### src/verilog/adcsm_regs.vh
`ifndef ADCSM_REGS_VH
`define ADCSM_REGS_VH

// ----------------------------------------------------------------
// Register map (byte addresses)
// ----------------------------------------------------------------
`define ADCSM_SAMPLE_OFS   4'h0
`define ADCSM_STATUS_OFS   4'h4
`define ADCSM_IRQ_STAT_OFS 4'h8
`define ADCSM_IRQ_MASK_OFS 4'hC

// ----------------------------------------------------------------
// Field positions
// ----------------------------------------------------------------
`define ADCSM_ST_STATE_LSB 0
`define ADCSM_ST_MODE_BIT  2
`define ADCSM_ST_BUSY_BIT  3
`define ADCSM_ST_PD_BIT    4
`define ADCSM_ST_CODE_LSB  16
`define ADCSM_IRQ_CONV_BIT 0
`define ADCSM_IRQ_READ_BIT 1
`define ADCSM_IRQ_W        2

// ----------------------------------------------------------------
// Reset values and codes
// ----------------------------------------------------------------
`define ADCSM_SAMPLE_RST   18'h0_0000
`define ADCSM_CODE_MAX     16'hFFFF
`define ADCSM_CODE_MIN     16'h0000
`define ADCSM_RESP_OKAY    2'h0
`define ADCSM_RESP_SLVERR  2'h2

// ----------------------------------------------------------------
// Timing
// ----------------------------------------------------------------
`define ADCSM_CLK_PERIOD_NS 10
`define ADCSM_CONV_T_NS     710
`define ADCSM_CONV_CYC      ((`ADCSM_CONV_T_NS) / (`ADCSM_CLK_PERIOD_NS))
`define ADCSM_BITS_PLAIN    5'd16
`define ADCSM_BITS_BUSY     5'd17

`endif

### src/verilog/adcsm_top.v
`timescale 1ns/10ps
`include "adcsm_regs.vh"

module adcsm_top (
  // Clock and reset
  input  wire        aclk,
  input  wire        aresetn,
  // AXI4-Lite write address
  input  wire [3:0]  s_axi_awaddr,
  input  wire        s_axi_awvalid,
  output reg         s_axi_awready,
  // AXI4-Lite write data
  input  wire [31:0] s_axi_wdata,
  input  wire [3:0]  s_axi_wstrb,
  input  wire        s_axi_wvalid,
  output reg         s_axi_wready,
  // AXI4-Lite write response
  output reg  [1:0]  s_axi_bresp,
  output reg         s_axi_bvalid,
  input  wire        s_axi_bready,
  // AXI4-Lite read
  input  wire [3:0]  s_axi_araddr,
  input  wire        s_axi_arvalid,
  output reg         s_axi_arready,
  output reg  [31:0] s_axi_rdata,
  output reg  [1:0]  s_axi_rresp,
  output reg         s_axi_rvalid,
  input  wire        s_axi_rready,
  // Converter pins
  input  wire        convert_start,
  input  wire        serial_in_select,
  input  wire        sck,
  output reg         serial_result_out,
  output reg         serial_result_oe,
  // Status
  output reg         power_down,
  output reg         irq
);

  // ----------------------------------------------------------------
  // Constants
  // ----------------------------------------------------------------
  localparam [1:0] ST_ACQ  = 2'd0;
  localparam [1:0] ST_CONV = 2'd1;
  localparam [1:0] ST_READ = 2'd2;
  localparam [31:0] CONV_CYC_W = `ADCSM_CONV_CYC;
  localparam [7:0]  CONV_CYC   = CONV_CYC_W[7:0];

  function [15:0] saturate;
    input [17:0] s;
    begin
      if (s[17])
        saturate = `ADCSM_CODE_MIN;
      else if (s[16])
        saturate = `ADCSM_CODE_MAX;
      else
        saturate = s[15:0];
    end
  endfunction

  function [31:0] merge;
    input [31:0] old_v;
    input [31:0] new_v;
    input [3:0]  strb;
    integer i;
    begin
      merge = old_v;
      for (i = 0; i < 4; i = i + 1)
        if (strb[i])
          merge[i*8 +: 8] = new_v[i*8 +: 8];
    end
  endfunction

  // ----------------------------------------------------------------
  // Pin synchronisers
  // ----------------------------------------------------------------
  reg [1:0] cnv_sy_q;
  reg [1:0] sdi_sy_q;
  reg [1:0] sck_sy_q;
  reg       cnv_prev_q;
  reg       sdi_prev_q;
  reg       sck_prev_q;

  always @(posedge aclk) begin
    if (!aresetn) begin
      cnv_sy_q   <= 2'b00;
      sdi_sy_q   <= 2'b00;
      sck_sy_q   <= 2'b00;
      cnv_prev_q <= 1'b0;
      sdi_prev_q <= 1'b0;
      sck_prev_q <= 1'b0;
    end else begin
      cnv_sy_q   <= {cnv_sy_q[0], convert_start};
      sdi_sy_q   <= {sdi_sy_q[0], serial_in_select};
      sck_sy_q   <= {sck_sy_q[0], sck};
      cnv_prev_q <= cnv_sy_q[1];
      sdi_prev_q <= sdi_sy_q[1];
      sck_prev_q <= sck_sy_q[1];
    end
  end

  wire cnv_s    = cnv_sy_q[1];
  wire sdi_s    = sdi_sy_q[1];
  wire sck_s    = sck_sy_q[1];
  wire cnv_rise = cnv_s & ~cnv_prev_q;
  wire sck_fall = ~sck_s & sck_prev_q;
  // Select active when either framing pin is low
  wire sel      = ~(cnv_s & sdi_s);

  // ----------------------------------------------------------------
  // Registers
  // ----------------------------------------------------------------
  reg [17:0]              sample_q;
  reg [`ADCSM_IRQ_W-1:0]  irq_stat_q;
  reg [`ADCSM_IRQ_W-1:0]  irq_mask_q;
  reg [1:0]               state_q;
  reg                     mode_sel_q;
  reg                     busy_en_q;
  reg [15:0]              code_q;
  reg [16:0]              shift_q;
  reg [4:0]               bit_cnt_q;
  reg [7:0]               conv_cnt_q;
  reg                     was_sel_q;
  reg [3:0]               awaddr_q;
  reg                     aw_full_q;
  reg [31:0]              wdata_q;
  reg [3:0]               wstrb_q;
  reg                     w_full_q;

  wire do_write  = aw_full_q & w_full_q & ~s_axi_bvalid;
  wire conv_done = (state_q == ST_CONV) && (conv_cnt_q == CONV_CYC - 8'd1);
  wire busy_end  = mode_sel_q ? (~cnv_s | ~sdi_s) : busy_en_q;
  wire [4:0] nbits = busy_en_q ? `ADCSM_BITS_BUSY : `ADCSM_BITS_PLAIN;
  wire read_end  = (state_q == ST_READ) && mode_sel_q &&
                   ((was_sel_q & ~sel) ||
                    (sel & sck_fall & (bit_cnt_q == nbits - 5'd1)));
  wire [`ADCSM_IRQ_W-1:0] ev = {read_end, conv_done};
  wire [31:0] w_merged = merge({14'h0000, sample_q}, wdata_q, wstrb_q);
  wire [`ADCSM_IRQ_W-1:0] w1c =
    (do_write && awaddr_q == `ADCSM_IRQ_STAT_OFS) ? wdata_q[`ADCSM_IRQ_W-1:0] :
    {`ADCSM_IRQ_W{1'b0}};
  wire [31:0] status_w;
  assign status_w = {code_q, 11'h000, power_down, busy_en_q, mode_sel_q, state_q};

  // ----------------------------------------------------------------
  // Conversion and readout engine
  // ----------------------------------------------------------------
  always @(posedge aclk) begin
    if (!aresetn) begin
      state_q           <= ST_ACQ;
      mode_sel_q        <= 1'b1;
      busy_en_q         <= 1'b0;
      code_q            <= 16'h0000;
      shift_q           <= 17'h0_0000;
      bit_cnt_q         <= 5'd0;
      conv_cnt_q        <= 8'd0;
      was_sel_q         <= 1'b0;
      serial_result_out <= 1'b0;
      serial_result_oe  <= 1'b0;
      power_down        <= 1'b1;
    end else if (cnv_rise && state_q != ST_CONV) begin
      state_q          <= ST_CONV;
      mode_sel_q       <= sdi_prev_q;
      busy_en_q        <= sck_s;
      code_q           <= saturate(sample_q);
      conv_cnt_q       <= 8'd0;
      serial_result_oe <= 1'b0;
      power_down       <= 1'b0;
    end else begin
      case (state_q)
        ST_CONV: begin
          // Internal count only; sck is ignored here
          conv_cnt_q <= conv_cnt_q + 8'd1;
          if (conv_done) begin
            state_q    <= ST_READ;
            power_down <= 1'b1;
            bit_cnt_q  <= 5'd0;
            was_sel_q  <= 1'b0;
            if (mode_sel_q)
              busy_en_q <= busy_end;
            // Busy start bit is a leading zero ahead of the code
            if (busy_end)
              shift_q <= {1'b0, code_q};
            else
              shift_q <= {code_q, 1'b0};
          end
        end
        ST_READ: begin
          was_sel_q <= sel;
          if (read_end) begin
            state_q          <= ST_ACQ;
            serial_result_oe <= 1'b0;
          end else begin
            serial_result_oe  <= sel;
            serial_result_out <= shift_q[16];
            if (sel && sck_fall) begin
              // Without a start bit the low slot stays empty, so upstream
              // data follows the 16th result bit with no gap
              if (busy_en_q)
                shift_q <= {shift_q[15:0], sdi_s};
              else
                shift_q <= {shift_q[15:1], sdi_s, 1'b0};
              bit_cnt_q <= bit_cnt_q + 5'd1;
              serial_result_out <= shift_q[15];
            end
          end
        end
        default: begin
          state_q          <= ST_ACQ;
          serial_result_oe <= 1'b0;
        end
      endcase
    end
  end

  // ----------------------------------------------------------------
  // AXI4-Lite write side
  // ----------------------------------------------------------------
  always @(posedge aclk) begin
    if (!aresetn) begin
      s_axi_awready <= 1'b1;
      s_axi_wready  <= 1'b1;
      s_axi_bvalid  <= 1'b0;
      s_axi_bresp   <= `ADCSM_RESP_OKAY;
      aw_full_q     <= 1'b0;
      w_full_q      <= 1'b0;
      awaddr_q      <= 4'h0;
      wdata_q       <= 32'h0000_0000;
      wstrb_q       <= 4'h0;
      sample_q      <= `ADCSM_SAMPLE_RST;
      irq_mask_q    <= {`ADCSM_IRQ_W{1'b0}};
    end else begin
      if (s_axi_awvalid && s_axi_awready) begin
        awaddr_q      <= s_axi_awaddr;
        aw_full_q     <= 1'b1;
        s_axi_awready <= 1'b0;
      end
      if (s_axi_wvalid && s_axi_wready) begin
        wdata_q      <= s_axi_wdata;
        wstrb_q      <= s_axi_wstrb;
        w_full_q     <= 1'b1;
        s_axi_wready <= 1'b0;
      end
      if (do_write) begin
        aw_full_q    <= 1'b0;
        w_full_q     <= 1'b0;
        s_axi_bvalid <= 1'b1;
        s_axi_bresp  <= `ADCSM_RESP_OKAY;
        case (awaddr_q)
          `ADCSM_SAMPLE_OFS:   sample_q <= w_merged[17:0];
          `ADCSM_IRQ_MASK_OFS: begin
            if (wstrb_q[0])
              irq_mask_q <= wdata_q[`ADCSM_IRQ_W-1:0];
          end
          `ADCSM_STATUS_OFS, `ADCSM_IRQ_STAT_OFS: s_axi_bresp <= `ADCSM_RESP_OKAY;
          default:             s_axi_bresp <= `ADCSM_RESP_SLVERR;
        endcase
      end
      if (s_axi_bvalid && s_axi_bready) begin
        s_axi_bvalid  <= 1'b0;
        s_axi_awready <= 1'b1;
        s_axi_wready  <= 1'b1;
      end
    end
  end

  // ----------------------------------------------------------------
  // Interrupts
  // ----------------------------------------------------------------
  always @(posedge aclk) begin
    if (!aresetn) begin
      irq_stat_q <= {`ADCSM_IRQ_W{1'b0}};
      irq        <= 1'b0;
    end else begin
      // Set beats a same-cycle clear
      irq_stat_q <= (irq_stat_q & ~(w1c & {`ADCSM_IRQ_W{wstrb_q[0]}})) | ev;
      irq        <= |(irq_stat_q & irq_mask_q);
    end
  end

  // ----------------------------------------------------------------
  // AXI4-Lite read side
  // ----------------------------------------------------------------
  always @(posedge aclk) begin
    if (!aresetn) begin
      s_axi_arready <= 1'b1;
      s_axi_rvalid  <= 1'b0;
      s_axi_rdata   <= 32'h0000_0000;
      s_axi_rresp   <= `ADCSM_RESP_OKAY;
    end else if (s_axi_arvalid && s_axi_arready) begin
      s_axi_arready <= 1'b0;
      s_axi_rvalid  <= 1'b1;
      s_axi_rresp   <= `ADCSM_RESP_OKAY;
      case (s_axi_araddr)
        `ADCSM_SAMPLE_OFS:   s_axi_rdata <= {14'h0000, sample_q};
        `ADCSM_STATUS_OFS:   s_axi_rdata <= status_w;
        `ADCSM_IRQ_STAT_OFS: s_axi_rdata <= {30'h0000_0000, irq_stat_q};
        `ADCSM_IRQ_MASK_OFS: s_axi_rdata <= {30'h0000_0000, irq_mask_q};
        default: begin
          s_axi_rdata <= 32'h0000_0000;
          s_axi_rresp <= `ADCSM_RESP_SLVERR;
        end
      endcase
    end else if (s_axi_rvalid && s_axi_rready) begin
      s_axi_rvalid  <= 1'b0;
      s_axi_arready <= 1'b1;
    end
  end

endmodule // adcsm_top

### config.mk
export PLATFORM = sky130hd
export DESIGN_NAME = adcsm_top
export DESIGN_NICKNAME = d
export VERILOG_FILES = /design/src/verilog/adcsm_top.v
export VERILOG_INCLUDE_DIRS = /design/src /design/src/verilog
export SDC_FILE = /design/constraint.sdc
export NUM_CORES = 1
export LEC_CHECK = 0
export ABC_AREA = 1
export BUFFER_PORTS_ARGS = -buffer_cell sky130_fd_sc_hd__buf_2
export CAP_MARGIN = 10
export CORE_MARGIN = 2
export CORE_UTILIZATION = 56
export DETAILED_ROUTE_END_ITERATION = 7
export GPL_TIMING_DRIVEN = 1
export PLACE_DENSITY_LB_ADDON = 0.08
export SYNTH_ARGS = -nofsm -noshare
export SYNTH_HDL_FRONTEND = slang
export SYNTH_SLANG_ARGS = --single-unit
### constraint.sdc
create_clock -name aclk -period 2.1 [get_ports aclk]
set_clock_uncertainty 0.05 [all_clocks]
set_input_delay 0.42 -clock aclk [delete_from_list [all_inputs] [get_ports aclk]]
set_output_delay 0.42 -clock aclk [all_outputs]
set_load 0.03 [all_outputs]
== After elaboration in Yosys (flattened, before gate mapping) ==
Index checks and enable logic that the tools add are counted.

* $add $sub $neg: 3
* Equal/unequal tests: 17
* Muxes and demuxes: 38
* Bitwise gates (word level): 23
* Reduce and logical (&&, ||, !) cells: 36

{| class="wikitable"
|+ Operator list
! cell !! number
|-
| $pmux W32 S4 || 1
|-
| $mux W17 || 4
|-
| $pmux W17 S2 || 1
|-
| $mux W16 || 2
|-
| $reduce_and A3 Y1 || 7
|-
| $mux W1 || 17
|-
| $eq A4 B4 Y1 const B || 4
|-
| $mux W5 || 3
|-
| $mux W2 || 6
|-
| $logic_and A1 B1 Y1 || 11
|-
| $pmux W5 S2 || 1
|-
| $reduce_bool A2 Y1 || 5
|-
| $not A1 Y1 || 9
|-
| $add A8 B1 Y8 const B || 1
|-
| $and A1 B1 Y1 || 8
|-
| $eq A4 B3 Y1 const B || 2
|-
| $eq A8 B7 Y1 const B || 1
|-
| $logic_not A4 Y1 || 2
|-
| $reduce_or A2 Y1 || 4
|-
| $reduce_or A4 Y1 || 2
|-
| $and A2 B2 Y2 || 3
|-
| $ne A2 B2 Y1 const B || 3
|-
| $ne A3 B2 Y1 const B || 2
|-
| $reduce_and A2 Y1 || 3
|-
| 13 further kinds || 15
|}

* Register bits: 154
* Input bits: 54
* Word-level logic and storage cells: 154

== Depth between registers and ports, before layout ==
Gate-level depths: netlist (run 1).

* Word-level depth: 9
* Mapped depth: 12

== Worst setup path before layout (run 1) ==
OpenSTA, ideal clock, no wires.

* Path type: register to register
* From: register conv_cnt_q[0]
* To: register shift_q[10]
* Setup time: 0.064 ns
* Data arrival time: 1.480 ns
* Required time: 1.986 ns
* Slack: 0.506 ns
* Stages on the path, launching flop included: 12
* Path buffers: 1
* Period minus slack after synthesis: 1.594 ns
* Path through: dfxtp_1 > inv_1 > ha_1 > nand2_1 > nor2_1 > nand3_4 > a21oi_4 > nand2_4 > inv_4 > buf_8 > nor2_2 > nor2_1

* Cells in the longest elaborated chain, start to end: 4

{| class="wikitable"
|+ RTL lines
! item !! line !! RTL
|-
| from (decl) || adcsm_top.v:122 || <nowiki>reg [7:0] conv_cnt_q;</nowiki>
|-
| from (signal assigned) || adcsm_top.v:173 || <nowiki>conv_cnt_q <= conv_cnt_q + 8'd1;</nowiki>
|-
| $eq A8 B7 Y1 || adcsm_top.v:131 || <nowiki>wire conv_done = (state_q == ST_CONV) && (conv_cnt_q == CONV_CYC - 8'd1);</nowiki>
|-
| $logic_and A1 B1 Y1 || adcsm_top.v:131 ||
|-
| $ne A2 B2 Y1 (no line) || n/a ||
|-
| $reduce_and A5 Y1 (no line) || n/a ||
|-
| to (signal assigned) || adcsm_top.v:183 || <nowiki>shift_q <= {1'b0, code_q};</nowiki>
|-
| to (signal assigned) || adcsm_top.v:185 || <nowiki>shift_q <= {code_q, 1'b0};</nowiki>
|-
| to (signal assigned) || adcsm_top.v:200 || <nowiki>shift_q <= {shift_q[15:0], sdi_s};</nowiki>
|-
| to (decl) || adcsm_top.v:120 || <nowiki>reg [16:0] shift_q;</nowiki>
|}

Every way passes these cells.
A chain may end at the register's enable or synchronous reset.

== Worst setup path in the final report (run 1) ==
* From: register state_q[1]
* To: register busy_en_q

* Cells in the longest elaborated chain, start to end: 4
* Elaborated cells on any way between the ends: 9
* Classes of those cells: eq/ne: 2; mux: 1; reduce/logical: 6

{| class="wikitable"
|+ RTL lines
! item !! line !! RTL
|-
| from (decl) || adcsm_top.v:116 || <nowiki>reg [1:0] state_q;</nowiki>
|-
| from (signal assigned) || adcsm_top.v:150 || <nowiki>state_q <= ST_ACQ;</nowiki>
|-
| from (signal assigned) || adcsm_top.v:162 || <nowiki>state_q <= ST_CONV;</nowiki>
|-
| from (signal assigned) || adcsm_top.v:175 || <nowiki>state_q <= ST_READ;</nowiki>
|-
| $ne A2 B1 Y1 or $eq A2 B1 Y1 (tied branches) || adcsm_top.v:161, adcsm_top.v:131, adcsm_top.v:170 ||
|-
| $logic_and A1 B1 Y1, on equally long branches || adcsm_top.v:161, adcsm_top.v:131 ||
|-
| $reduce_bool A2 Y1 (no line) || n/a ||
|-
| $reduce_and A3 Y1 (no line) || n/a ||
|-
| to (signal assigned) || adcsm_top.v:164 || <nowiki>busy_en_q <= sck_s;</nowiki>
|-
| to (signal assigned) || adcsm_top.v:180 || <nowiki>busy_en_q <= busy_end;</nowiki>
|-
| to (decl) || adcsm_top.v:118 || <nowiki>reg busy_en_q;</nowiki>
|}

Parallel ways exist; a longest one is shown, timed or not.

==> results of run 1 <==
## worst max path at each step
| stage | startpoint | end | slack (ps) | cells past startpoint |
|---|---|---|---|---|
| 4_1_cts | state_q[1] | busy_en_q | 160 | 7 |
| 5_1_grt | state_q[1] | busy_en_q | -40 | 7 |
| 3_5_place_dp | state_q[1] | busy_en_q | 220 | 7 |
| 6_report | state_q[1] | busy_en_q | 140 | 7 |
| 3_3_place_gp | state_q[1] | busy_en_q | 250 | 7 |
| 2_1_floorplan | conv_cnt_q[0] | shift_q[10] | 510 | 11 |
## per-stage QoR
step	setup slack [ps]	hold WS [ps]	util	setup TNS (ps)	area, µm²
after floorplan	506	340	-	0	6240
after detailed placement	220	350	0.623	0	6750
after global routing	-43.1	36.0	0.675	-43.1	7310
final	144	46.0	0.675	0	7310
after global placement	254	351	0.623	0	6750
after CTS	157	23.6	0.675	0	7310
## power by group through the flow
stage	clock network (W)	registers, W	logic [W]
floorplan	0	0.00322	0.000324
global placement	0	0.00314	0.000557
detailed placement	0	0.00314	0.000570
CTS	0.00287	0.00308	0.000576
global route	0.00297	0.00310	0.000645
finish	0.00282	0.00308	0.000573
## cell families (layout without fill, tap and decap cells)
| family | count (synthesis) | count (layout) | share of synthesized area |
|---|---|---|---|
| AND/OR/NAND/NOR | 372 | 372 | 0.250 |
| other | 1 | 2 | 0.000601 |
| XOR/XNOR | 3 | 3 | 0.00421 |
| buffers and inverters | 118 | 201 | 0.0766 |
| flip-flops | 152 | 152 | 0.488 |
| adder cells (fa/ha/maj) | 3 | 3 | 0.00602 |
| AO/OA/AOI/OAI | 200 | 200 | 0.175 |
## layout make-up
cell class                 count  area, µm²
clock inverter                 8        100
sequential                   152       3040
clock buffer                  22        443
multi-input combinational    580       2720
inverter                      72        274
tap                          140        175
timing repair buffer          99        558
fill                         951       3530
## sequential cells by signal, indices dropped and copies added (netlist names), 2 cells and up
signal and flops:
wstrb_q 3, sck_sy_q 2, code_q 16, irq_mask_q 2, conv_cnt_q 8, sample_q 18
s_axi_rdata 32, sdi_sy_q 2, shift_q 17, wdata_q 18, irq_stat_q 2, awaddr_q 4
bit_cnt_q 5, cnv_sy_q 2, state_q 2
## worst max-delay path: stages (launching register included)
cell	delay, ps
dfxtp_1	470
nor2_4	120
inv_2	110
nand2_2	100
inv_2	130
nor2_2	50
inv_1	570
a22oi_1	200
## layer usage
metal	routed length, µm	part of all wire	vias up	global-route usage
li1	-	-	2900	-
met1	6640	0.47	2557	0.318
met2	6780	0.48	113	0.407
met3	574	0.041	11	0.0605
met4	139	0.0098	0	0.0814
met5	0	0	-	0
## Yosys cell counts, drive strengths merged, types with 2 or more instances
| library cell | n | area, µm² |
|---|---|---|
| a21oi | 63 | 327 |
| buf | 15 | 87.6 |
| nor2 | 164 | 646 |
| o21bai | 14 | 105 |
| nand3 | 33 | 178 |
| a22oi | 2 | 15.0 |
| nand2 | 144 | 561 |
| o22ai | 20 | 125 |
| xor2 | 2 | 17.5 |
| o21ai | 96 | 484 |
| o211ai | 2 | 15.0 |
| nor3 | 22 | 115 |
| nand4 | 5 | 31.3 |
| dfxtp | 152 | 3040 |
| inv | 70 | 265 |
| clkinv | 2 | 8.75 |
| clkbuf | 31 | 116 |
| ha | 3 | 37.5 |
## repair_timing
action	in CTS	in global routing
resized for setup	0	0
setup endpoints to repair	0	1
endpoints found under the hold margin	2	0
hold buffers	2	0
==> metrics.md, run 1 <==
| Metric | Value |
|---|---|
| Clock network fraction of design power | `0.436` |
| Data required, critical path | `2410 ps` |
| Crit path max fanout | `24` |
| Result of the run | `completed` |
| Die area | `12000 µm²` |
| Horizontal die dimension | `110 µm` |
| Synth Instances | `849` |
| Number of pins with negative max-slew slack in the final report | `0` |
| Inserted Clock Buffers | `17` |
| Reg-to-reg slack, setup | `140 ps` |
| Routability congestion estimate | `0.808` |
| Type of destination of the critical path | `flop` |
| Most frequent standard cell in the layout excluding fill and tap cells | `nor2_1` |
| WL per Instance | `13.2 µm` |
| Share of the cycle needed by the critical path after routing | `0.931` |
| Final Non-Filler Cells | `1073` |
| Mean instance size in the synthesized netlist | `7.35 µm²` |
| Max clock buf depth | `2` |
| Number of search-and-repair iterations in the first detailed-routing pass | `6` |
| Setup repair after global routing missed its margin | `true` |
| Worst slew margin | `0.480` |
| Register area share after synthesis | `0.488` |
| Cell-internal power | `0.00490 W` |
| Crit Path Class | `reg2reg` |
| Ratio of cells with drive above 1 in the final layout | `0.158` |
| Synthesis-to-layout area growth | `17.2%` |
| Switch Pwr | `0.00158 W` |
| Most instantiated flip-flop cell in the synthesis netlist | `dfxtp_1` |
| Most frequent cells in the layout | `nor2_1 (154), dfxtp_1 (152), nand2_1 (140)` |
| Top Ports | `99` |
| Arrival time at the worst endpoint | `2270 ps` |
| Wirelength, routed | `14.1 mm` |
| Switching share of power | `0.243` |
| CP Launch Type | `flop` |
| Initial antenna violation count | `0` |
| Worst-margin pin slew | `779 ps` |
| Total number of vias | `5581` |
| Unique cell type count in the Yosys netlist | `41` |
| Post-CTS setup repair buffer count | `0` |
| Total global-route track usage | `0.247` |
| Share of total power in sequential cells | `0.476` |
| Maximum vdd ir drop | `856 µV` |
| Number of enable-type register cells in the synthesized netlist | `0` |
| Upper clock frequency limit | `511 MHz` |
| Largest net degree at the start of global routing | `99` |
| Number of port buffers | `81` |
| H-tree depth | `4` |
| Worst min path class | `in2reg` |
| Post-synth design cell area | `6240 µm²` |
| Worst R2R Start | `state_q[1]` |
| Die H | `110 µm` |
| Number of placed instances with taps included | `1041` |
| # Max-Cap Violations | `0` |
| Power density over the cells | `885 nW/µm²` |
| Initial cell density of the core | `0.575` |
| Ys Warns | `0` |
| Library cell used as clock root buffer | `clkbuf_8` |
| Total power draw | `0.00648 W` |
| Number of failing hold endpoints at the final stage | `0` |
| Fraction of registers with async set or reset after synthesis | `0` |
| Worst hold path stage count | `3` |
| Worst hold endpoint | `sdi_sy_q[0]` |
| Iteration-0 DRC count of the detailed router | `356` |
| Total gr overflow | `0` |
| Dpl hpwl | `9.55 mm` |
| Clock sink total | `152` |
| Combinational Power Share | `0.088` |
| Seq cells post-synth | `152` |
| Global-route wire length before repair | `23.0 mm` |
| Capture point of the worst reg-to-reg path | `busy_en_q` |
| Number of endpoints failing setup at the final stage | `0` |
| Vias in the first global route | `5062` |
| Post-DR vias/cell | `5.20` |
| Leakage dissipation | `3.06 nW` |
| Final net count | `979` |
| Logic depth of the worst register-to-register path | `7` |
| Number of nets with antenna violations after detailed routing | `0` |
| Standard-cell rows | `38` |
| Clock slew seen by the registers of the worst setup and hold paths | `60 ps` |
| DRC violations left | `0` |
| CTS tree | `built` |
| Core footprint | `10800 µm²` |
| Startpoint of the most critical hold path | `serial_in_select` |
| Clock period minus final worst setup slack | `1960 ps` |
| Insertion delay to the later sink of the worst-skew pair | `530 ps` |
| Inserted Diodes | `0` |
Note: power is estimated with default switching activity, not from simulation.
==> run 2, diff against run 1 <==
Settings changed: CORE_ASPECT_RATIO set to 2.
==> metrics.md, run 2 (synthesis gave the netlist of run 1 again) <==
| Metric | Value |
|---|---|
| Result of the run | `completed (unchanged)` |
| Die area | `12100 µm² (was 12000 µm²)` |
| Worst-margin pin slew | `782 ps (was 779 ps)` |
| Worst hold path stage count | `3 (unchanged)` |
| Reg-to-reg slack, setup | `160 ps (was 140 ps)` |
| Post-DR vias/cell | `5.25 (was 5.20)` |
| Worst R2R Start | `state_q[1] (unchanged)` |
| Number of search-and-repair iterations in the first detailed-routing pass | `4 (was 6)` |
| Buf+Inv Stages, Crit Path | `3 (unchanged)` |
| Placed Instance Area | `6740 µm² (was 6750 µm²)` |
| Number of pins with negative max-slew slack in the final report | `0 (unchanged)` |
| Upper clock frequency limit | `516 MHz (was 511 MHz)` |
| Ratio of cells with drive above 1 in the final layout | `0.163 (was 0.158)` |
| Post-layout instance area | `7340 µm² (was 7310 µm²)` |
| Inserted Diodes | `0 (unchanged)` |
| Inserted Clock Buffers | `17 (unchanged)` |
| CP Launch Type | `flop (unchanged)` |
| Horizontal die dimension | `78.6 µm (was 110 µm)` |
| Worst hold endpoint | `cnv_sy_q[0] (was sdi_sy_q[0])` |
| H-tree depth | `4 (unchanged)` |
| # Max-Cap Violations | `0 (unchanged)` |
| Iteration-0 DRC count of the detailed router | `225 (was 356)` |
| Most frequent standard cell in the layout excluding fill and tap cells | `nor2_1 (unchanged)` |
| Worst min path class | `in2reg (unchanged)` |
| Largest stage delay on the critical path | `570 ps (about the same)` |
| Wirelength, routed | `14.2 mm (was 14.1 mm)` |
| Cell repeated most along the worst path | `inv_2 (unchanged)` |
| Share of total power in sequential cells | `0.456 (was 0.476)` |
| Switching share of power | `0.250 (was 0.243)` |
| Core footprint | `10900 µm² (was 10800 µm²)` |
| Post-CTS sizing | `0 (unchanged)` |
| Crit Path Class | `reg2reg (unchanged)` |
| Number of endpoints failing setup at the final stage | `0 (unchanged)` |
| Capture point of the worst reg-to-reg path | `busy_en_q (unchanged)` |
| Most frequent cells in the layout | `nor2_1 (154), dfxtp_1 (152), nand2_1 (140) (unchanged)` |
| Clock slew seen by the registers of the worst setup and hold paths | `60 ps (about the same)` |
| Data required, critical path | `2310 ps (was 2410 ps)` |
| Library cell used as clock root buffer | `clkbuf_16 (was clkbuf_8)` |
| Power density over the cells | `921 nW/µm² (was 885 nW/µm²)` |
| Total global-route track usage | `0.246 (was 0.247)` |
| Global-route wire length before repair | `23.9 mm (was 23.0 mm)` |
| Leakage dissipation | `3.07 nW (was 3.06 nW)` |
| Number of port buffers | `81 (unchanged)` |
| Clock network fraction of design power | `0.460 (was 0.436)` |
| Total gr overflow | `0 (unchanged)` |
| Setup repair after global routing missed its margin | `false (was true)` |
| Switch Pwr | `0.00169 W (was 0.00158 W)` |
| Total number of vias | `5630 (was 5581)` |
| Number of failing hold endpoints at the final stage | `0 (unchanged)` |
| Post-CTS Hold Buffers | `0 (was 2)` |
| Number of nets with antenna violations after detailed routing | `0 (unchanged)` |
| Vias in the first global route | `5382 (was 5062)` |
| TNS Setup | `0 ps (unchanged)` |
| Number of flip-flops under the largest register name | `32 (unchanged)` |
| Type of destination of the critical path | `flop (unchanged)` |
| Clock sink total | `152 (unchanged)` |
| Slowest stage cell on the critical path | `inv_1 (unchanged)` |
| Clock period minus final worst setup slack | `1940 ps (was 1960 ps)` |
| WL per Instance | `13.3 µm (was 13.2 µm)` |
| Maximum vdd ir drop | `681 µV (was 856 µV)` |
| Logic depth of the worst register-to-register path | `7 (unchanged)` |
| # fillers | `953 (was 951)` |
| Final net count | `977 (was 979)` |
| Post-CTS setup repair buffer count | `0 (unchanged)` |
| CTS tree | `built (unchanged)` |
| Setup slack after layout | `162 ps (was 144 ps)` |
| Combinational Power Share | `0.084 (was 0.088)` |
| Share of the cycle needed by the critical path after routing | `0.923 (was 0.931)` |
| Synthesis-to-layout area growth | `17.7% (was 17.2%)` |
| Dpl hpwl | `10.1 mm (was 9.55 mm)` |
| Initial cell density of the core | `0.573 (was 0.575)` |
| Largest net degree at the start of global routing | `67 (was 99)` |
| Standard-cell rows | `54 (was 38)` |
| Largest delay share family, worst path | `buffers and inverters (unchanged)` |
| DRC violations left | `0 (unchanged)` |
| Routability congestion estimate | `0.815 (was 0.808)` |
| Die H | `153 µm (was 110 µm)` |
| Max clock buf depth | `2 (unchanged)` |
| Top Ports | `99 (unchanged)` |
| Cells along the critical path | `nor2_4 -> inv_2 -> nand2_2 -> inv_2 -> nor2_2 -> inv_1 -> a22oi_1 (unchanged)` |
| Largest registers | `s_axi_rdata (32), sample_q (18), wdata_q (18) (unchanged)` |
| Register containing the most flip-flops in the final layout | `s_axi_rdata (unchanged)` |
| Worst setup timing slack at the placement stage | `215 ps (was 220 ps)` |
| Arrival time at the worst endpoint | `2140 ps (was 2270 ps)` |
| Initial antenna violation count | `0 (unchanged)` |
| Worst slew margin | `0.478 (was 0.480)` |
| Cell-internal power | `0.00507 W (was 0.00490 W)` |
| Crit path max fanout | `24 (unchanged)` |
| Startpoint of the most critical hold path | `convert_start (was serial_in_select)` |
| Insertion delay to the later sink of the worst-skew pair | `420 ps (was 530 ps)` |
==> run 2: cell count changes in the layout (fill, tap and decap cells not counted) <==
cell	delta
inv_6	+2
dlygate4sd3_1	-2
clkinvlp_4	+2
buf_4	+1
clkbuf_8	-2
clkbuf_16	+1
bufinv_16	+1
clkbuf_1	-3
buf_12	-1
clkinv_2	-1
clkinv_4	+2
==> run 2: cell type report <==
type / count / area, µm² / area share
Clock buffer: 18 / 429 / 0.0584
Timing Repair Buffer: 97 / 526 / 0.0716
Sequential cell: 152 / 3040 / 0.414
Tap cell: 140 / 175 / 0.0239
Multi-Input combinational cell: 580 / 2720 / 0.371
Clock inverter: 14 / 175 / 0.0239
Inverter: 72 / 274 / 0.0373
==> run 2: layer usage <==
layer	up-vias	GRT usage	part of all wire	routed length, µm
met5	-	0	0	0
met4	0	0.102	0.027	379
met2	116	0.454	0.54	7710
li1	2898	-	-	-
met1	2586	0.259	0.40	5640
met3	30	0.0614	0.036	510
==> run 2: tightest hold or removal path, cell delays in order <==
cell and delay, ps:
buf_2 80, nand2_1 40, inv_1 40
==> run 2: through the flow <==
stage          hold WS [ps]  instances  total power, W  utilization
6_report                133       1073         0.00676        0.675
5_1_grt                 121       1073         0.00702        0.675
4_1_cts                 123       1073         0.00680        0.675
3_5_place_dp            351       1041         0.00371        0.620
3_3_place_gp            343       1041         0.00370        0.620
2_1_floorplan           340        850         0.00355            -
==> run 2: worst max path at each step <==
stage | slack [ps] | depth (start not counted) | start | to
final | 160 | 7 | state_q[1] | busy_en_q
after global routing | 20 | 7 | awaddr_q[0] | sample_q[9]
after CTS | 200 | 7 | state_q[1] | busy_en_q
after detailed placement | 210 | 7 | state_q[1] | busy_en_q
after global placement | 240 | 7 | state_q[1] | busy_en_q
after floorplan | 510 | 11 | conv_cnt_q[0] | shift_q[10]
==> run 2: power groups by stage <==
stage                     Sequential, W  Combinational [W]  Clock (W)
after floorplan                 0.00322           0.000324          0
after global placement          0.00314           0.000557          0
after detailed placement        0.00314           0.000570          0
after CTS                       0.00308           0.000575    0.00314
after global routing            0.00310           0.000643    0.00328
final                           0.00308           0.000569    0.00311
